--- src/rtl/sac_pkg.sv ---
// Shared constants and types for the converter control port.
// Assumes one 25 MHz clock for every block that imports it.
package sac_pkg;

  // Result width and bit positions
  localparam int RES_W = 12;
  localparam int MSB_POS = 11;
  localparam int LSB_POS = 0;
  typedef logic [RES_W-1:0] sac_code_t;

  // Clock and timing
  localparam int CLK_PERIOD_NS = 40;
  localparam int CONV_TIME_NS = 940;
  // Longest time, so rounded down to whole cycles
  localparam int CONV_CYCLES = CONV_TIME_NS / CLK_PERIOD_NS;
  localparam int START_MIN_NS = 40;
  // Least time, rounded up, never below one cycle
  localparam int START_MIN_CYCLES_RAW = (START_MIN_NS + CLK_PERIOD_NS - 1) / CLK_PERIOD_NS;
  localparam int START_MIN_CYCLES = (START_MIN_CYCLES_RAW < 1) ? 1 : START_MIN_CYCLES_RAW;

  // Counter layout
  localparam int CNT_W = 5;
  localparam logic [CNT_W-1:0] CNT_LAST = CNT_W'(CONV_CYCLES - 1);
  localparam logic [CNT_W-1:0] CNT_BITS = CNT_W'(RES_W);

  // Reset and start values
  localparam sac_code_t RESULT_RST = 12'h000;
  localparam sac_code_t TRIAL_START = 12'h800;

  // Offset binary to two's complement: flip the sign bit
  function automatic sac_code_t sac_to_twos(input sac_code_t ob);
    sac_to_twos = {~ob[MSB_POS], ob[MSB_POS-1:LSB_POS]};
  endfunction

endpackage

--- src/rtl/sac_conv_if.sv ---
// Carrier between the port controller and the approximation core.
// Assumes both ends sit on the same clock.
`timescale 1ns/1ps
interface sac_conv_if;
  import sac_pkg::*;
  logic start;
  sac_code_t code;
  logic done;
  modport ctrl (output start, input code, input done);
  modport core (input start, output code, output done);
endinterface

--- src/rtl/sac_port.sv ---
// Chip select / read-convert control port of a 12-bit sampling converter.
// Assumes host pins are synchronous to clk; the bus is resolved outside from result_oe.
`timescale 1ns/1ps

// Contract
// - Result outputs disabled when select high, read/convert low, or converting.
// - Result MSB sits on bit 11, LSB on bit 0.
// - Select low, read/convert falling: hold sample and start conversion.
// - Select low, idle, read/convert rising: enable result outputs.
// - Read/convert low, select falling: start conversion.
// - Read/convert high, idle, select falling: enable latest result.
// - Busy low from start until result stored in output register.
// - Select low, read/convert high: valid data when busy rises.
// - Conversion requests while busy is low are ignored.
// - Results are two's complement across twelve bits.
module sac_port
  import sac_pkg::*;
(
  // Clock and reset
  input wire logic clk,
  input wire logic rstn,
  // Host control
  input wire logic cs_n,
  input wire logic rd_conv,
  // Host status and data
  output logic busy_n,
  output sac_code_t result_bits,
  output logic result_oe,
  // Analog front end
  output sac_code_t dac_trial,
  input wire logic cmp_above
);

  typedef enum logic {PORT_IDLE, PORT_CONV} sac_port_e;

  sac_conv_if cv ();

  sac_port_e state_reg, state_next;
  logic req_reg, req_next;
  sac_code_t result_reg, result_next;
  logic conv_req;

  // Select and read/convert low together form the convert request
  assign conv_req = !cs_n && !rd_conv;

  assign cv.start = conv_req && !req_reg && (state_reg == PORT_IDLE);

  // Next-state for the port
  always_comb begin
    state_next = state_reg;
    result_next = result_reg;
    req_next = conv_req;
    case (state_reg)
      PORT_IDLE: begin
        if (cv.start) begin
          state_next = PORT_CONV;
        end
      end
      PORT_CONV: begin
        if (cv.done) begin
          result_next = cv.code;
          state_next = PORT_IDLE;
        end
      end
      default: state_next = PORT_IDLE;
    endcase
  end

  // Port registers
  always_ff @(posedge clk) begin
    if (!rstn) begin
      state_reg <= PORT_IDLE;
      req_reg <= 1'b0;
      result_reg <= RESULT_RST;
    end else begin
      state_reg <= state_next;
      req_reg <= req_next;
      result_reg <= result_next;
    end
  end

  assign busy_n = (state_reg == PORT_IDLE);
  assign result_bits = result_reg;
  // drive only when read-selected and idle
  assign result_oe = !cs_n && rd_conv && busy_n;

  sac_sar_core u_core (
    .clk(clk),
    .rstn(rstn),
    .cv(cv),
    .dac_trial(dac_trial),
    .cmp_above(cmp_above)
  );

  // Busy-low span of one conversion, in cycles
  localparam int BUSY_SPAN = CONV_CYCLES + 1;

  logic [CNT_W:0] low_cnt_reg, low_cnt_next;

  // Busy-low length, cleared while busy is high
  always_comb begin
    low_cnt_next = low_cnt_reg + 6'h01;
    if (busy_n) begin
      low_cnt_next = '0;
    end
  end

  // Busy-low length register
  always_ff @(posedge clk) begin
    if (!rstn) begin
      low_cnt_reg <= '0;
    end else begin
      low_cnt_reg <= low_cnt_next;
    end
  end
endmodule

--- src/rtl/sac_sar_core.sv ---
// Successive approximation engine, one bit decided per cycle.
// Assumes an external comparator answers the trial code within one cycle.
`timescale 1ns/1ps
module sac_sar_core
  import sac_pkg::*;
(
  // Clock and reset
  input wire logic clk,
  input wire logic rstn,
  // Controller side
  sac_conv_if.core cv,
  // Analog side
  output sac_code_t dac_trial,
  input wire logic cmp_above
);

  typedef enum logic {SAR_IDLE, SAR_RUN} sac_sar_e;

  sac_sar_e state_reg, state_next;
  logic [CNT_W-1:0] cnt_reg, cnt_next;
  sac_code_t trial_reg, trial_next;
  sac_code_t code_reg, code_next;
  logic done_reg, done_next;
  logic [3:0] pos;

  assign pos = 4'(MSB_POS) - cnt_reg[3:0];

  // Next-state: trial bits decided, then wait out the conversion time
  always_comb begin
    state_next = state_reg;
    cnt_next = cnt_reg;
    trial_next = trial_reg;
    code_next = code_reg;
    done_next = 1'b0;
    case (state_reg)
      SAR_IDLE: begin
        if (cv.start) begin
          state_next = SAR_RUN;
          cnt_next = '0;
          trial_next = TRIAL_START;
        end
      end
      SAR_RUN: begin
        cnt_next = cnt_reg + 5'h01;
        if (cnt_reg < CNT_BITS) begin
          if (!cmp_above) begin
            trial_next[pos] = 1'b0; // Trial too high
          end
          if (pos != 4'h0) begin
            trial_next[pos - 4'h1] = 1'b1;
          end
        end
        if (cnt_reg == CNT_LAST) begin
          code_next = sac_to_twos(trial_reg);
          done_next = 1'b1;
          state_next = SAR_IDLE;
        end
      end
      default: state_next = SAR_IDLE;
    endcase
  end

  // State registers
  always_ff @(posedge clk) begin
    if (!rstn) begin
      state_reg <= SAR_IDLE;
      cnt_reg <= '0;
      trial_reg <= TRIAL_START;
      code_reg <= RESULT_RST;
      done_reg <= 1'b0;
    end else begin
      state_reg <= state_next;
      cnt_reg <= cnt_next;
      trial_reg <= trial_next;
      code_reg <= code_next;
      done_reg <= done_next;
    end
  end

  assign dac_trial = trial_reg;
  assign cv.code = code_reg;
  assign cv.done = done_reg; // One-cycle pulse

endmodule
--- config.mk ---
export PLATFORM = sky130hd
export DESIGN_NAME = sac_port
export DESIGN_NICKNAME = d
export VERILOG_FILES = /design/src/rtl/sac_pkg.sv /design/src/rtl/sac_conv_if.sv /design/src/rtl/sac_port.sv /design/src/rtl/sac_sar_core.sv
export SDC_FILE = /design/constraint.sdc
export NUM_CORES = 1
export LEC_CHECK = 0
export ABC_CLOCK_PERIOD_IN_PS = 4400
export BUFFER_PORTS_ARGS = -buffer_cell sky130_fd_sc_hd__buf_2
export CAP_MARGIN = 40
export CORE_ASPECT_RATIO = 2
export CORE_UTILIZATION = 55
export CTS_CLUSTER_SIZE = 8
export DETAILED_ROUTE_END_ITERATION = 8
export HOLD_SLACK_MARGIN = 0.05
export PLACE_DENSITY = 0.78
export SETUP_SLACK_MARGIN = 0.4
export SYNTH_ARGS = -nofsm -noshare
export SYNTH_HDL_FRONTEND = slang
export SYNTH_SLANG_ARGS = --single-unit
--- constraint.sdc ---
create_clock -name clk -period 4.4 [get_ports clk]
set_input_delay 0.44 -clock clk [delete_from_list [all_inputs] [get_ports clk]]
set_output_delay 0.44 -clock clk [all_outputs]
set_load 0.05 [all_outputs]
==> summary.md <==
| Metric | Value |
|---|---|
| Kind of capture point of the worst setup path | `flip-flop` |
| H-tree depth | `2` |
| Row Count | `30` |
| TritonCTS clock tree | `yes` |
| Power per cell area | `348 nW/µm²` |
| Total track usage | `23.6%` |
| Top achievable clock speed | `0.511 GHz` |
| Number of enable-type register cells in the synthesized netlist | `0` |
| Setup repair after global routing missed its margin | `no` |
| Final-stage net count | `269` |
| DIE WIDTH | `44.3 µm` |
| Run status | `finished, final reports clean` |
| Number of global-route vias before repair | `1,559` |
| Final hold violations | `0` |
| Count of different cell masters after synthesis | `32` |
| Number of buffers added to fix hold violations after cts | `0` |
| Final instance count without filler cells | `303` |
| Mapped Cells | `229` |
| Count of buffers inserted at the top-level ports | `30` |
| Sum of negative setup slack | `0 ns` |
| Proportion of layout cells with a drive suffix above 1 | `15.3%` |
| Initial standard-cell utilization of the core | `57.6%` |
| Syn Std Cell Area | `1970 µm²` |
| Clock input transition at the sequential cells of the worst setup and hold paths | `0.08 ns` |
| Count of final max-slew check failures | `0` |
| Ports placed on the boundary | `31` |
| Leakage | `0.898 nW` |
| First-pass GRT wire length | `6820 µm` |
| Number of buffers inserted to repair setup after CTS | `0` |
| Total area of multi-input combinational cells | `993 µm²` |
| Arrival time reported for the critical path endpoint | `2.11 ns` |
| Finish-stage setup viols | `0` |
| CTS Buf Count | `5` |
| Mean Syn Cell Area | `8.59 µm²` |
| Die Area | `3830 µm²` |
| Total inserted antenna cells | `0` |
| Detailed-route wire length | `3980 µm` |
| Maximum ir drop on the vdd rail | `0.000209 V` |
| Least-Margin Pin Slew | `0.565 ns` |
| Flip-flop and latch count after synthesis | `45` |
| Number of search-and-repair iterations in the first detailed-routing pass | `4` |
| DRC | `0` |
| Final antenna-violating net count | `0` |
| # clock sinks | `45` |
| Placeable Area | `3420 µm²` |
| Max-slew headroom | `62.2%` |
| Final weighted congestion in routability-driven placement | `0.941` |
| Pin count of the biggest net entering global routing | `35` |
| Area of all sequential standard cells | `901 µm²` |
| Half-perimeter wire length after placement | `2940 µm` |
| Async SR Flop Fraction | `0%` |
| Number of fillers in the final layout | `324` |
| Category of the worst setup path launch point | `flip-flop` |
| Number of placed instances, taps included | `295` |
| Required time worst endpoint | `4.56 ns` |
| Layout overhead on the synthesized area | `14.1%` |
| Total of cells resized after clock tree synthesis | `0` |
| Post-route clock period utilization | `44.5%` |
| Setup slack, reg-to-reg | `2.44 ns` |
| Max clock buf depth | `2` |
| CP Class | `reg2reg` |
| Overall die height | `86.6 µm` |
| Final critical delay including setup and external delays | `1.96 ns` |
| Initial antenna violation count | `0` |
| Clock insertion delay at the later pin of the skew report | `0.29 ns` |
| Final routed wire length divided by cell count | `13.1 µm` |
| Worst-case clock skew | `0.00199 ns` |
| Violation count after the first detailed-route iteration | `33` |
| Type of the worst min-delay path | `in2reg` |
| Synth Flop Type | `sky130_fd_sc_hd__dfxtp_1` |
| Warnings, synthesis | `0` |
| Residual overflow from global routing | `0` |
| Cell at the root of the clock tree | `sky130_fd_sc_hd__clkbuf_8` |
| Vias per std cell | `5.33` |
| Max-cap violation count | `0` |
| Peak fanout along the critical path | `11` |
| Via count | `1,614` |
| Synthesized netlist net count | `244` |
| Post-synthesis sequential area ratio | `45.8%` |
-- logic make-up after synthesis --
family / synth area share, %
adders and majority gates: 6.36
xor gates and xnor gates: 1.78
AOI/OAI and AO/OA: 16.8
DFF: 45.8
buffers and inverters: 3.69
and+or+nand+nor: 25.6
-- cells in the mapped netlist, types with 5 or more instances --
library cell	count	area, µm²
sky130_fd_sc_hd__and3_1	13	81.3
sky130_fd_sc_hd__o22ai_1	10	62.6
sky130_fd_sc_hd__nor2_1	5	18.8
sky130_fd_sc_hd__nand2_1	63	236
sky130_fd_sc_hd__ha_1	10	125
sky130_fd_sc_hd__inv_1	5	18.8
sky130_fd_sc_hd__o21ai_0	5	25.0
sky130_fd_sc_hd__clkbuf_1	10	37.5
sky130_fd_sc_hd__dfxtp_1	45	901
sky130_fd_sc_hd__a21boi_0	23	173
sky130_fd_sc_hd__and2_1	5	31.3
-- critical path, stage by stage, from the launching register on --
cell and delay (ns):
sky130_fd_sc_hd__dfxtp_1 0.53, sky130_fd_sc_hd__inv_1 0.18, sky130_fd_sc_hd__ha_1 0.38, sky130_fd_sc_hd__xnor2_1 0.18, sky130_fd_sc_hd__a21oi_1 0.39, sky130_fd_sc_hd__o21ai_0 0.17
-- layout by cell type, fill, tap and decap left out --
cell | Yosys | final
sky130_fd_sc_hd__nand2_1 | 63 | 63
sky130_fd_sc_hd__dfxtp_1 | 45 | 45
sky130_fd_sc_hd__buf_2 | 1 | 30
sky130_fd_sc_hd__a21boi_0 | 23 | 23
sky130_fd_sc_hd__and3_1 | 13 | 13
sky130_fd_sc_hd__o22ai_1 | 10 | 10
sky130_fd_sc_hd__ha_1 | 10 | 10
sky130_fd_sc_hd__clkbuf_8 | 0 | 6
sky130_fd_sc_hd__inv_1 | 5 | 5
sky130_fd_sc_hd__and2_1 | 5 | 5
sky130_fd_sc_hd__o21ai_0 | 5 | 5
sky130_fd_sc_hd__nor2_1 | 5 | 5
sky130_fd_sc_hd__nor3b_1 | 3 | 3
sky130_fd_sc_hd__nand2b_1 | 3 | 3
sky130_fd_sc_hd__xnor2_1 | 3 | 3
sky130_fd_sc_hd__a21oi_1 | 3 | 3
sky130_fd_sc_hd__nand3b_1 | 3 | 3
sky130_fd_sc_hd__nand3_1 | 3 | 3
sky130_fd_sc_hd__a31oi_1 | 2 | 2
sky130_fd_sc_hd__nand4_1 | 2 | 2
sky130_fd_sc_hd__or4_4 | 1 | 1
sky130_fd_sc_hd__o2bb2a_1 | 1 | 1
sky130_fd_sc_hd__nor2b_1 | 1 | 1
sky130_fd_sc_hd__and4_1 | 1 | 1
sky130_fd_sc_hd__nor4b_1 | 1 | 1
sky130_fd_sc_hd__o211ai_1 | 1 | 1
sky130_fd_sc_hd__xor2_1 | 1 | 1
sky130_fd_sc_hd__and3b_1 | 1 | 1
sky130_fd_sc_hd__o21a_1 | 1 | 1
sky130_fd_sc_hd__o31a_1 | 1 | 1
sky130_fd_sc_hd__o311ai_0 | 1 | 1
sky130_fd_sc_hd__clkinvlp_4 | 0 | 1
sky130_fd_sc_hd__bufinv_16 | 0 | 1
-- per-layer routing --
| metal | vias up | GRT usage, % | share of wire [%] |
|---|---|---|---|
| met5 | - | 0 | 0 |
| met3 | 21 | 3.75 | 2.5 |
| li1 | 828 | - | - |
| met2 | 37 | 40.2 | 54 |
| met1 | 728 | 24.0 | 36 |
| met4 | 0 | 19.0 | 6.5 |
-- metrics by stage --
step	util [%]	area (µm²)	total power [mW]	hold slack (ns)	setup slack, ns
4_1_cts	65.7	2240	0.786	0.323	2.47
6_report	65.7	2240	0.780	0.324	2.44
2_1_floorplan	-	1970	0.457	0.441	2.37
3_5_place_dp	62.2	2120	0.468	0.454	2.51
3_3_place_gp	62.2	2120	0.468	0.447	2.51
5_1_grt	65.7	2240	0.812	0.335	2.27
-- power by group --
part / total, mW / internal (mW) / switching (mW)
clock: 0.321 / 0.185 / 0.136
combinational: 0.0423 / 0.0142 / 0.0281
sequential: 0.417 / 0.411 / 0.00590
total: 0.780 / 0.610 / 0.170
-- final cells by class --
class / instances / share of cell area [%]
inverters: 5 / 0.837
clock inverters: 2 / 1.67
repair buffers: 30 / 6.69
flip-flops and latches: 45 / 40.2
multi-input cells: 167 / 44.3
clock buffers: 6 / 3.68
well taps: 48 / 2.68
-- worst paths after layout --
| path | from | end | depth (start not counted) |
|---|---|---|---|
| setup / recovery | u_core.cnt_reg[2] | u_core.dac_trial[0] | 5 |
| hold / removal | rd_conv | req_reg | 2 |
| setup reg to reg | u_core.cnt_reg[2] | u_core.dac_trial[0] | 5 |
| hold reg to reg | result_bits[3] | result_bits[3] | 2 |
No activity file was read; power rests on OpenSTA's default activity.
